--- src/hdl/cslot_pkg.sv ---
// Package of register offsets, fields and reset values for the card slot block
package cslot_pkg;

  // ***********************************************************
  // Register indices and byte addresses
  // ***********************************************************
  // Printed offsets are not all multiples of four: they are indices
  localparam logic [7:0] CSLOT_IDX_MODE  = 8'h20;
  localparam logic [7:0] CSLOT_IDX_CTRL0 = 8'h21;
  localparam logic [7:0] CSLOT_IDX_IRQ_STAT = 8'h30;
  localparam logic [7:0] CSLOT_IDX_IRQ_EN   = 8'h31;
  localparam logic [7:0] CSLOT_IDX_IRQ_CLR  = 8'h32;
  localparam logic [7:0] CSLOT_IDX_CMD      = 8'h33;
  localparam logic [7:0] CSLOT_IDX_STATE    = 8'h34;
  localparam int CSLOT_ADDR_W = 10;

  // ***********************************************************
  // Mode register fields
  // ***********************************************************
  localparam int MODE_SLOT0_EN_N  = 7;
  localparam int MODE_SLOT1_EN_N  = 6;
  localparam int MODE_ROUTE_HI    = 5;
  localparam int MODE_ROUTE_LO    = 4;
  localparam int MODE_SLOT0_PROG  = 3;
  localparam int MODE_SLOT1_PROG  = 1;
  localparam logic [7:0] MODE_RESET    = 8'h70;
  localparam logic [7:0] MODE_WR_MASK  = 8'hFA;

  // ***********************************************************
  // Slot 0 control register fields
  // ***********************************************************
  localparam int CTRL_BYTE_ONLY   = 7;
  localparam int CTRL_IO_MODE     = 6;
  localparam int CTRL_COMMON_MEM  = 5;
  localparam int CTRL_CIRQ_HI     = 4;
  localparam int CTRL_CIRQ_LO     = 2;
  localparam int CTRL_DLY_HI      = 1;
  localparam int CTRL_DLY_LO      = 0;
  localparam logic [7:0] CTRL_RESET = 8'h1D;

  // ***********************************************************
  // Status event bits (also enable and clear layout)
  // ***********************************************************
  localparam int EV_CARD_CHANGE = 0;
  localparam int EV_BATT_FAIL   = 1;
  localparam int EV_BATT_LOW    = 2;
  localparam int EV_CARD_TMO    = 3;
  localparam int EV_N           = 4;

  // Status interrupt destination one-hot order: nmi, irq2, irq6, irq7
  localparam int DEST_N = 4;
  // Card interrupt one-hot order: irq2 .. irq7
  localparam int CIRQ_N = 6;

  // AXI responses
  localparam logic [1:0] AXI_OKAY   = 2'b00;
  localparam logic [1:0] AXI_SLVERR = 2'b10;

  // Command strobe delay state
  typedef enum logic [1:0] {
    CSLOT_IDLE,
    CSLOT_WAIT,
    CSLOT_FIRE
  } cslot_dly_t;

endpackage : cslot_pkg

--- src/hdl/cslot_cmd_delay.sv ---
// Command strobe delay unit: delays a request by 1 to 4 clock cycles
`timescale 1ns/100ps
module cslot_cmd_delay
  import cslot_pkg::*;
(
  // Clock and reset
  input  wire logic       aclk,
  input  wire logic       aresetn,
  // Request and delay setting
  input  wire logic       cmd_req,
  input  wire logic [1:0] delay,
  // Delayed strobe and busy
  output logic            cmd_strobe,
  output logic            busy
);

  cslot_dly_t state;
  logic [1:0] count;

  // Delay sequencer; requests while busy are dropped to keep one in flight
  always_ff @(posedge aclk) begin
    if (!aresetn) begin
      state      <= CSLOT_IDLE;
      count      <= 2'd0;
      cmd_strobe <= 1'b0;
    end else begin
      cmd_strobe <= 1'b0;
      case (state)
        CSLOT_IDLE: begin
          if (cmd_req) begin
            // Every code adds one edge, so code d lands d+1 edges later
            if (delay == 2'd0) begin
              state <= CSLOT_FIRE; // Zero delay fires next edge
            end else begin
              count <= delay - 2'd1;
              state <= CSLOT_WAIT;
            end
          end
        end
        CSLOT_WAIT: begin
          if (count == 2'd0) begin
            state <= CSLOT_FIRE;
          end else begin
            count <= count - 2'd1;
          end
        end
        CSLOT_FIRE: begin
          cmd_strobe <= 1'b1;      // Strobe delay+1 cycles after the request
          state      <= CSLOT_IDLE;
        end
        default: state <= CSLOT_IDLE;
      endcase
    end
  end

  assign busy = (state != CSLOT_IDLE);

endmodule : cslot_cmd_delay

--- src/hdl/cslot_ctrl.sv ---
// Card slot mode and slot 0 control register bank with AXI4-Lite slave
// Operation
// - Slot 0 enabled while its active-low enable bit is 0; resets 0.
// - Slot 1 enabled only while its active-low bit is 0; resets 1.
// - Two-bit field routes status interrupts to NMI, IRQ2, IRQ6, IRQ7.
// - Slot 0 programming-enable bit allows slot 0 voltage output.
// - Slot 1 programming-enable bit allows slot 1 voltage output.
// - Card removal disables that slot's programming-voltage controls; here only the output is gated, the enable bit is kept.
// - Byte-only bit carries slot 0 I/O data on low byte lanes.
// - Interface bit: 0 memory mode, 1 I/O mode; resets 0.
// - Card absent or powered off forces the interface bit to 0.
// - Memory-space bit drives slot 0 attribute select directly.
// - During DMA the attribute select output is driven high.
// - Voltage output needs enable bit, voltage valid and card present.
// - Slot enable bits gate chip-select decoding of each slot.
// - Card change, battery and timeout events go to the routed channel.
`timescale 1ns/100ps
module cslot_ctrl
  import cslot_pkg::*;
(
  // Clock and reset
  input  wire logic                    aclk,
  input  wire logic                    aresetn,
  // AXI4-Lite write address and data
  input  wire logic [CSLOT_ADDR_W-1:0] s_axi_awaddr,
  input  wire logic                    s_axi_awvalid,
  output logic                         s_axi_awready,
  input  wire logic [31:0]             s_axi_wdata,
  input  wire logic [3:0]              s_axi_wstrb,
  input  wire logic                    s_axi_wvalid,
  output logic                         s_axi_wready,
  output logic [1:0]                   s_axi_bresp,
  output logic                         s_axi_bvalid,
  input  wire logic                    s_axi_bready,
  // AXI4-Lite read
  input  wire logic [CSLOT_ADDR_W-1:0] s_axi_araddr,
  input  wire logic                    s_axi_arvalid,
  output logic                         s_axi_arready,
  output logic [31:0]                  s_axi_rdata,
  output logic [1:0]                   s_axi_rresp,
  output logic                         s_axi_rvalid,
  input  wire logic                    s_axi_rready,
  // Card side status inputs
  input  wire logic [1:0]              slot0_card_detect_n,
  input  wire logic [1:0]              slot1_card_detect_n,
  input  wire logic                    slot0_powered,
  input  wire logic                    prog_voltage_valid,
  input  wire logic                    dma_cycle,
  input  wire logic                    card_irq_request,
  input  wire logic [EV_N-1:0]         status_event,
  // Chip-select requests from the address decoder
  input  wire logic                    slot0_cs_req,
  input  wire logic                    slot1_cs_req,
  // Slot outputs
  output logic                         slot0_cs,
  output logic                         slot1_cs,
  output logic                         slot0_prog_voltage_out,
  output logic                         slot1_prog_voltage_out,
  output logic                         slot0_attr_select_n,
  output logic                         slot0_io_mode,
  output logic                         slot0_byte_only,
  output logic                         cmd_strobe,
  // Routed interrupt lines
  output logic [DEST_N-1:0]            status_irq_dest,
  output logic [CIRQ_N-1:0]            card_irq_dest,
  output logic                         irq
);

  // ***********************************************************
  // Register storage
  // ***********************************************************
  logic [7:0]      mode;
  logic [7:0]      ctrl0;
  logic [EV_N-1:0] irq_stat;
  logic [EV_N-1:0] irq_en;
  logic [EV_N-1:0] next_irq_stat;

  logic [CSLOT_ADDR_W-1:0] aw_addr;
  logic [31:0]             w_data;
  logic                    w_lane0;
  logic                    aw_held;
  logic                    w_held;
  logic [7:0]              w_idx;
  logic [7:0]              r_idx;
  logic                    do_write;
  logic                    cmd_req;
  logic                    cmd_busy;
  logic                    slot0_present;
  logic                    slot1_present;
  logic                    force_mem;

  // Card present only when both detect lines are low
  assign slot0_present = ~slot0_card_detect_n[0] & ~slot0_card_detect_n[1];
  assign slot1_present = ~slot1_card_detect_n[0] & ~slot1_card_detect_n[1];
  assign force_mem     = ~slot0_present | ~slot0_powered;

  // ***********************************************************
  // AXI write channel
  // ***********************************************************
  assign w_idx    = 8'(aw_addr >> 2);
  assign do_write = aw_held & w_held & ~s_axi_bvalid;

  // Address and data taken independently, in either order
  always_ff @(posedge aclk) begin
    if (!aresetn) begin
      aw_held       <= 1'b0;
      w_held        <= 1'b0;
      aw_addr       <= '0;
      w_data        <= 32'h0000_0000;
      w_lane0       <= 1'b0;
      s_axi_awready <= 1'b0;
      s_axi_wready  <= 1'b0;
      s_axi_bvalid  <= 1'b0;
      s_axi_bresp   <= AXI_OKAY;
    end else begin
      s_axi_awready <= ~aw_held & ~s_axi_awready & s_axi_awvalid;
      s_axi_wready  <= ~w_held & ~s_axi_wready & s_axi_wvalid;
      if (s_axi_awvalid && s_axi_awready) begin
        aw_held <= 1'b1;
        aw_addr <= s_axi_awaddr;
      end
      if (s_axi_wvalid && s_axi_wready) begin
        w_held  <= 1'b1;
        w_data  <= s_axi_wdata;
        w_lane0 <= s_axi_wstrb[0];
      end
      if (do_write) begin
        aw_held      <= 1'b0;
        w_held       <= 1'b0;
        s_axi_bvalid <= 1'b1;
        case (w_idx)
          CSLOT_IDX_MODE, CSLOT_IDX_CTRL0, CSLOT_IDX_IRQ_EN,
          CSLOT_IDX_IRQ_CLR, CSLOT_IDX_CMD, CSLOT_IDX_IRQ_STAT,
          CSLOT_IDX_STATE: s_axi_bresp <= AXI_OKAY;
          default:         s_axi_bresp <= AXI_SLVERR;
        endcase
      end else if (s_axi_bvalid && s_axi_bready) begin
        s_axi_bvalid <= 1'b0;
      end
    end
  end

  // ***********************************************************
  // Configuration registers
  // ***********************************************************
  // Mode register; reserved bits stay zero
  always_ff @(posedge aclk) begin
    if (!aresetn) begin
      mode <= MODE_RESET;
    end else if (do_write && w_lane0 && w_idx == CSLOT_IDX_MODE) begin
      mode <= w_data[7:0] & MODE_WR_MASK;
    end
  end

  // Slot 0 control; interface bit cleared while card is absent or off
  always_ff @(posedge aclk) begin
    if (!aresetn) begin
      ctrl0 <= CTRL_RESET;
    end else begin
      if (do_write && w_lane0 && w_idx == CSLOT_IDX_CTRL0) begin
        ctrl0 <= w_data[7:0];
      end
      if (force_mem) begin
        ctrl0[CTRL_IO_MODE] <= 1'b0;
      end
    end
  end

  // Interrupt enable register
  always_ff @(posedge aclk) begin
    if (!aresetn) begin
      irq_en <= '0;
    end else if (do_write && w_lane0 && w_idx == CSLOT_IDX_IRQ_EN) begin
      irq_en <= w_data[EV_N-1:0];
    end
  end

  // Sticky status: a new event wins over a clear in the same cycle
  always_comb begin
    next_irq_stat = irq_stat;
    if (do_write && w_lane0 && w_idx == CSLOT_IDX_IRQ_CLR) begin
      next_irq_stat = irq_stat & ~w_data[EV_N-1:0];
    end
    next_irq_stat = next_irq_stat | status_event;
  end

  always_ff @(posedge aclk) begin
    if (!aresetn) begin
      irq_stat <= '0;
    end else begin
      irq_stat <= next_irq_stat;
    end
  end

  // Command request pulse from software write to the command register
  assign cmd_req = do_write & w_lane0 & (w_idx == CSLOT_IDX_CMD);

  // ***********************************************************
  // Slot outputs
  // ***********************************************************
  // Decoding gated by active-low enables; slot 1 relies on software
  // having stopped keyboard scanning first
  always_ff @(posedge aclk) begin
    if (!aresetn) begin
      slot0_cs <= 1'b0;
      slot1_cs <= 1'b0;
    end else begin
      slot0_cs <= slot0_cs_req & ~mode[MODE_SLOT0_EN_N];
      slot1_cs <= slot1_cs_req & ~mode[MODE_SLOT1_EN_N];
    end
  end

  // Programming voltage only with enable, valid supply and a card in
  always_ff @(posedge aclk) begin
    if (!aresetn) begin
      slot0_prog_voltage_out <= 1'b0;
      slot1_prog_voltage_out <= 1'b0;
    end else begin
      slot0_prog_voltage_out <= mode[MODE_SLOT0_PROG] & prog_voltage_valid
                                & slot0_present;
      slot1_prog_voltage_out <= mode[MODE_SLOT1_PROG] & prog_voltage_valid
                                & slot1_present;
    end
  end

  // Slot 0 interface mode, byte lanes and attribute select
  always_ff @(posedge aclk) begin
    if (!aresetn) begin
      slot0_io_mode       <= 1'b0;
      slot0_byte_only     <= 1'b0;
      slot0_attr_select_n <= 1'b0;
    end else begin
      slot0_io_mode   <= ctrl0[CTRL_IO_MODE] & ~force_mem;
      slot0_byte_only <= ctrl0[CTRL_BYTE_ONLY]
                         & ctrl0[CTRL_IO_MODE];
      slot0_attr_select_n <= dma_cycle ? 1'b1
                             : ctrl0[CTRL_COMMON_MEM];
    end
  end

  // ***********************************************************
  // Interrupt routing
  // ***********************************************************
  // Status interrupt goes to one destination chosen by the route field
  always_ff @(posedge aclk) begin
    if (!aresetn) begin
      status_irq_dest <= '0;
      card_irq_dest   <= '0;
      irq             <= 1'b0;
    end else begin
      irq <= |(next_irq_stat & irq_en);
      status_irq_dest <= '0;
      status_irq_dest[mode[MODE_ROUTE_HI:MODE_ROUTE_LO]] <=
        |(next_irq_stat & irq_en);
      card_irq_dest <= '0;
      // Codes below 010 are illegal and route nowhere
      if (ctrl0[CTRL_CIRQ_HI:CTRL_CIRQ_LO] >= 3'd2) begin
        card_irq_dest[3'(ctrl0[CTRL_CIRQ_HI:CTRL_CIRQ_LO] - 3'd2)] <=
          card_irq_request & ctrl0[CTRL_IO_MODE];
      end
    end
  end

  // ***********************************************************
  // Command delay and read channel
  // ***********************************************************
  cslot_cmd_delay u_cmd_delay (
    .aclk       (aclk),
    .aresetn    (aresetn),
    .cmd_req    (cmd_req),
    .delay      (ctrl0[CTRL_DLY_HI:CTRL_DLY_LO]),
    .cmd_strobe (cmd_strobe),
    .busy       (cmd_busy)
  );

  assign r_idx = 8'(s_axi_araddr >> 2);

  // Reads answer one cycle after the address is taken
  always_ff @(posedge aclk) begin
    if (!aresetn) begin
      s_axi_arready <= 1'b0;
      s_axi_rvalid  <= 1'b0;
      s_axi_rdata   <= 32'h0000_0000;
      s_axi_rresp   <= AXI_OKAY;
    end else begin
      s_axi_arready <= ~s_axi_arready & ~s_axi_rvalid & s_axi_arvalid;
      if (s_axi_arvalid && s_axi_arready) begin
        s_axi_rvalid <= 1'b1;
        s_axi_rresp  <= AXI_OKAY;
        s_axi_rdata  <= 32'h0000_0000;
        case (r_idx)
          CSLOT_IDX_MODE:     s_axi_rdata[7:0] <= mode;
          CSLOT_IDX_CTRL0:    s_axi_rdata[7:0] <= ctrl0;
          CSLOT_IDX_IRQ_STAT: s_axi_rdata[EV_N-1:0] <= irq_stat;
          CSLOT_IDX_IRQ_EN:   s_axi_rdata[EV_N-1:0] <= irq_en;
          CSLOT_IDX_IRQ_CLR, CSLOT_IDX_CMD: ;
          CSLOT_IDX_STATE:
            s_axi_rdata[3:0] <= {cmd_busy, slot1_present,
                                 slot0_present, force_mem};
          default:            s_axi_rresp <= AXI_SLVERR;
        endcase
      end else if (s_axi_rvalid && s_axi_rready) begin
        s_axi_rvalid <= 1'b0;
      end
    end
  end

endmodule : cslot_ctrl

--- config.mk ---
export PLATFORM = sky130hd
export DESIGN_NAME = cslot_ctrl
export DESIGN_NICKNAME = d
export VERILOG_FILES = /design/src/hdl/cslot_pkg.sv /design/src/hdl/cslot_cmd_delay.sv /design/src/hdl/cslot_ctrl.sv
export SDC_FILE = /design/constraint.sdc
export NUM_CORES = 1
export LEC_CHECK = 0
export BUFFER_PORTS_ARGS = -buffer_cell sky130_fd_sc_hd__buf_4
export CORE_ASPECT_RATIO = 1.4
export CORE_MARGIN = 2
export CORE_UTILIZATION = 45
export DETAILED_ROUTE_END_ITERATION = 7
export PLACE_DENSITY = 0.8
export RECOVER_POWER = 25
export SETUP_SLACK_MARGIN = 0.5
export SLEW_MARGIN = 20
export SYNTH_ARGS = -nofsm -noshare
export SYNTH_HDL_FRONTEND = slang
export SYNTH_SLANG_ARGS = --single-unit
--- constraint.sdc ---
create_clock -name aclk -period 2.2 [get_ports aclk]
set_input_delay 0 -clock aclk [delete_from_list [all_inputs] [get_ports aclk]]
set_output_delay 0 -clock aclk [all_outputs]
set_load 0.02 [all_outputs]
Word-level counts from Yosys, hierarchy flattened --
Cells that the tools add are included.
Cells by class: add/subtract/negate cells 3, $lt $le $gt $ge 5, equality and inequality tests 20, multiplexer cells 23, bitwise gates (word level) 45, reduce and logical (&&, ||, !) cells 27
Operator list (number):
- $eq A8 B6 Y1 const B | 14
- $and A1 B1 Y1 | 21
- $pmux W4 S5 | 1
- $not A1 Y1 | 17
- $mux W2 | 8
- $reduce_or A7 Y1 | 2
- $and A4 B4 Y4 | 3
- $logic_and A1 B1 Y1 | 12
- $mux W1 | 8
- $pmux W2 S2 | 2
- $pmux W4 S2 | 1
- $reduce_bool A2 Y1 | 4
- $and A6 B6 Y6 | 1
- $logic_not A2 Y1 | 3
- $ne A2 B2 Y1 const B | 3
- $lt A3 B4 Y1 const B | 1
- $mux W4 | 1
- $not A4 Y4 | 1
- $or A4 B4 Y4 | 1
- $reduce_and A2 Y1 | 2
- $reduce_and A4 Y1 | 1
- $reduce_or A2 Y1 | 2
- $reduce_or A4 Y1 | 1
- $sub A2 B1 Y2 const B | 2
- other kinds (11) | 11
Storage, ports and cells: register bits 83, output and inout bits 60, word-level logic and storage cells 154

Depth between registers and ports, before layout --
word-level depth 9, mapped depth 6

Cells and area by module --
A second synthesis with hierarchy kept.
Unflattened totals: cells, all modules 380, area, all modules 3310.7 µm²
By module, submodules not included:
- cslot_ctrl | times used 1, cells an instance 355, area each 3088.0 µm², seq. area each 1481.4 µm²
- cslot_cmd_delay | times used 1, cells an instance 25, area each 222.7 µm², seq. area each 100.1 µm²

Least setup slack after synthesis --
OpenSTA, ideal clock, no wires.
kind register to register, start point reg s_axi_bvalid, end point reg status_irq_dest[3], library setup time 0.131 ns, data arrival time 1.800 ns, data required time 2.069 ns, setup slack 0.269 ns, stages on the path, launching flop included 6, buffers on the path 0, clock period less this slack 1.931 ns, path through dfxtp_1 -> nand3b_2 -> nand4b_2 -> o31a_1 -> nor4_4 -> nor3b_1
Between the ends: longest elaborated chain between the ends 9
RTL lines:
- from (decl) | line cslot_ctrl.sv:33 | output logic s_axi_bvalid,
- from (signal assigned) | line cslot_ctrl.sv:113 | s_axi_bvalid <= 1'b0;
- from (signal assigned) | line cslot_ctrl.sv:130 | s_axi_bvalid <= 1'b1;
- from (signal assigned) | line cslot_ctrl.sv:138 | s_axi_bvalid <= 1'b0;
- $not A1 Y1 | line cslot_ctrl.sv:101 | assign do_write = aw_held & w_held & ~s_axi_bvalid;
- $and A1 B1 Y1 | line cslot_ctrl.sv:101
- $logic_and A1 B1 Y1 (2 in a row) | line cslot_ctrl.sv:181 | if (do_write && w_lane0 && w_idx == CSLOT_IDX_IRQ_CLR) begin
- $mux W4 | line cslot_ctrl.sv:181
- $or A4 B4 Y4 | line cslot_ctrl.sv:184 | next_irq_stat = next_irq_stat | status_event;
- $and A4 B4 Y4 | line cslot_ctrl.sv:254 | |(next_irq_stat & irq_en);
- $reduce_or A4 Y1 | line cslot_ctrl.sv:254
- $and A4 B4 Y4 (no source line)
- to (signal, indexed assignment) | line cslot_ctrl.sv:253 | status_irq_dest[mode[MODE_ROUTE_HI:MODE_ROUTE_LO]] <=
- to (decl) | line cslot_ctrl.sv:64 | output logic [DEST_N-1:0] status_irq_dest,
Every way passes these cells. A chain may end at the register's enable or synchronous reset.

Worst setup path after layout --
start point reg aw_addr[8], end point reg status_irq_dest[0]
Between the ends: longest elaborated chain between the ends 7
RTL lines:
- from (decl) | line cslot_ctrl.sv:78 | logic [CSLOT_ADDR_W-1:0] aw_addr;
- from (signal assigned) | line cslot_ctrl.sv:120 | aw_addr <= s_axi_awaddr;
- $eq A8 B6 Y1 | line cslot_ctrl.sv:181
- $logic_and A1 B1 Y1 | line cslot_ctrl.sv:181
- $mux W4 | line cslot_ctrl.sv:181
- $or A4 B4 Y4 | line cslot_ctrl.sv:184
- $and A4 B4 Y4 | line cslot_ctrl.sv:254
- $reduce_or A4 Y1 | line cslot_ctrl.sv:254
- $and A4 B4 Y4 (no source line)
Every way passes these cells.

==> impl_metrics.csv <==
group,metric,value,unit
global_route,grt_pass1_vias,3009,
cells_and_area,layout_common_cells,"77 x dfxtp_1, 74 x buf_4, 56 x nand2_1, 46 x dlygate4sd3_1, 35 x nor2_1",
pwr,p_leak,1.93,nW
synthesis,syn_avg_cell_area,8.96,um^2
floorplan,die_x,77.6,um
clock_network,numCtsBuffers,9,
clock_network,clk_pin_slew_worst_paths,0.09,ns
synthesis,ys_seq_elements,79,
synthesis,yosysWarnings,0,
sta,final_max_slew_viol_count,0,
hold_path,holdCritStartpoint,"slot0_card_detect_n[1]",
worst_setup_path,crit_arrival,2.10,ns
global_route,track_usage,20.7,%
outcome,status,"completed",
cells_and_area,diodes,0,
global_route,grt_antenna_before_repair,0,
cells_and_area,drive_gt1_share,22.1,%
place,pre_cts_slack,0.173,ns
worst_setup_path,start_kind,"flop",
floorplan,pin_count,137,
clock_network,htreeDepth,3,
sta,skew,0.0110,ns
sta,whs,0.0440,ns
sta,min_period,1.86,ns
synthesis,synthSimpleGateAreaFrac,24.6,%
cells_and_area,layout_commonest_cell,"dfxtp_1",
place,hpwl,5470,um
clock_network,clockRootBuffer,"clkbuf_8",
sta,setup_ws,0.344,ns
synthesis,synthAdderAreaFrac,0,%
sta,finalCritPeriodShare,84.4,%
synthesis,synth_compound_area_share,12.2,%
synthesis,synthXorXnorAreaFrac,0.257,%
cells_and_area,fin_nets,596,
synthesis,synth.area.mux_share,8.39,%
sta,hold_violations,0,
sta,rsz0062_at_grt,"yes",
sta,relSlewSlack,63.4,%
sta,final-setup-viol-count,0,
synthesis,netlist_area,0.00341,mm^2
cells_and_area,areaGrowthSynthToFinish,39.2,%
flow_run,maxCapViolations,0,
synthesis,synth_ff_type,"dfxtp_1",
global_route,grt_start_max_net_pins,33,
clock_network,clk_latency,0.35,ns
synthesis,synth_seq_area_share,46.3,%
floorplan,coreArea,0.00736,mm^2
clock_network,cts_tree,"built",
floorplan,die_area,0.00831,mm^2
synthesis,synth_top_family_by_area,"simple AND/OR/NAND/NOR gates",
synthesis,synth_edf_count,0,
pwr,power.density,590,mW/mm^2
floorplan,rows,37,
worst_setup_path,cp-end-kind,"flop",
place,gp_congestion,0.884,
clock_network,clkSinkCount,79,
synthesis,netlist_instances,381,
detailed_routing,first_iter_violations,155,
worst_setup_path,cp.required,2.44,ns
detailed_routing,ant_nets,0,
global_route,grt_first_pass_wirelength,13800,um
floorplan,dieHeight,107,um
detailed_routing,post_drt_via_cell_ratio,5.08,
pwr,vdd_drop_max,0.515,mV
sta,fmax,0.539,GHz
detailed_routing,drc,0,
place,io_buffer_count,79,
worst_setup_path,crit_type,"flop to flop",
detailed_routing,dr.pass1.iters,5,
clock_network,ctsLongestPathBuffers,2,
detailed_routing,totalWireLength,8460,um
worst_setup_path,crit_fanout,7,
hold_path,hold_class,"primary input to flop",
global_route,overflow,0,
detailed_routing,wire_per_inst,13.6,um
sta,tightest_slew,0.535,ns
floorplan,start_util,46.4,%
synthesis,yosysUniqueCellTypes,51,
detailed_routing,vias,3157,
worst_setup_path,r2r-start,"aw_addr[8]",
sta,tns,0,ns
synthesis,async_flop_share,0,%
worst_setup_path,crit_start,"aw_addr[8]",
power breakdown:
part	switching [W]	internal [W]
Clock	0.000563	0.000458
Sequential	0.0000243	0.00145
Combinational	0.000161	0.000146
Total	0.000748	0.00206
logic make-up after synthesis:
kind of cell           count (synthesis)
AND/OR/NAND/NOR                      159
flip-flops                            79
AO/OA/AOI/OAI                         66
buffers and inverters                 47
multiplexers                          28
XOR/XNOR                               1
other                                  1
stage by stage:
stage | util, % | total power [W] | area [um^2] | instances
after floorplan | - | 0.00168 | 3520 | 406
after global placement | 54.8 | 0.00175 | 4030 | 548
after detailed placement | 54.8 | 0.00176 | 4030 | 548
after CTS | 64.9 | 0.00282 | 4780 | 618
after global routing | 64.6 | 0.00293 | 4750 | 621
final | 64.6 | 0.00281 | 4750 | 621
critical path: stages (launching register included):
cell and delay, ns:
dfxtp_2 0.34, nor4b_4 0.26, buf_4 0.18, nand4b_4 0.15, o31a_1 0.32, nor4_4 0.26, buf_4 0.18, nor4_1 0.05
synthesized netlist by cell type, types with 5 or more instances:
cell type	n	share of area (%)
nand2b_1	8	1.5
mux2i_1	23	6.7
nand2_1	56	6.2
mux2_2	5	1.6
nor2_1	35	3.8
a21oi_1	28	4.1
clkbuf_1	12	1.3
nor3b_1	5	1.1
buf_4	26	5.7
nand3_1	12	1.8
nor3_1	18	2.6
dfxtp_1	79	46
o21ai_0	11	1.6
worst paths after layout:
| path | end | slack, ns | depth (start not counted) |
|---|---|---|---|
| worst max-delay path | status_irq_dest[0] | 0.34 | 7 |
| worst max register to register | status_irq_dest[0] | 0.34 | 7 |
| worst min-delay path | slot0_io_mode | 0.04 | 3 |
| worst min register to register | s_axi_bresp[1] | 0.46 | 2 |
cell type report:
class | instances | area [um^2]
inverter | 5 | 18.8
timing repair buffer | 144 | 1140
sequential | 79 | 1580
clock buffer | 10 | 138
tap | 97 | 121
clock inverter | 6 | 52.6
multi-input combinational | 280 | 1700
fill | 602 | 2610
registers in the layout (all words and copies together) (netlist names), 2 cells and up:
name and count:
card_irq_dest 6, aw_addr 8, irq_stat 4, s_axi_rdata 8, u_cmd_delay.state 2, status_irq_dest 4, irq_en 4, mode 6
w_data 8, u_cmd_delay.count 2, ctrl0 8
repair_timing:
action                                 4_1_cts  5_1_grt
endpoints found under the hold margin       41        0
pin swaps                                    5        4
hold buffers                                46        0
setup endpoints to repair                   17       31
gates resized for setup                      7        5
setup buffers                                8        3
metal layers:
metal,vias up,GRT usage [%],routed length [um]
met1,1478,23.7,3380
li1,1557,-,-
met5,-,0,0
met4,0,8.04,148
met2,112,37.4,4560
met3,10,4.38,382
(Power assumes the default switching activity.)
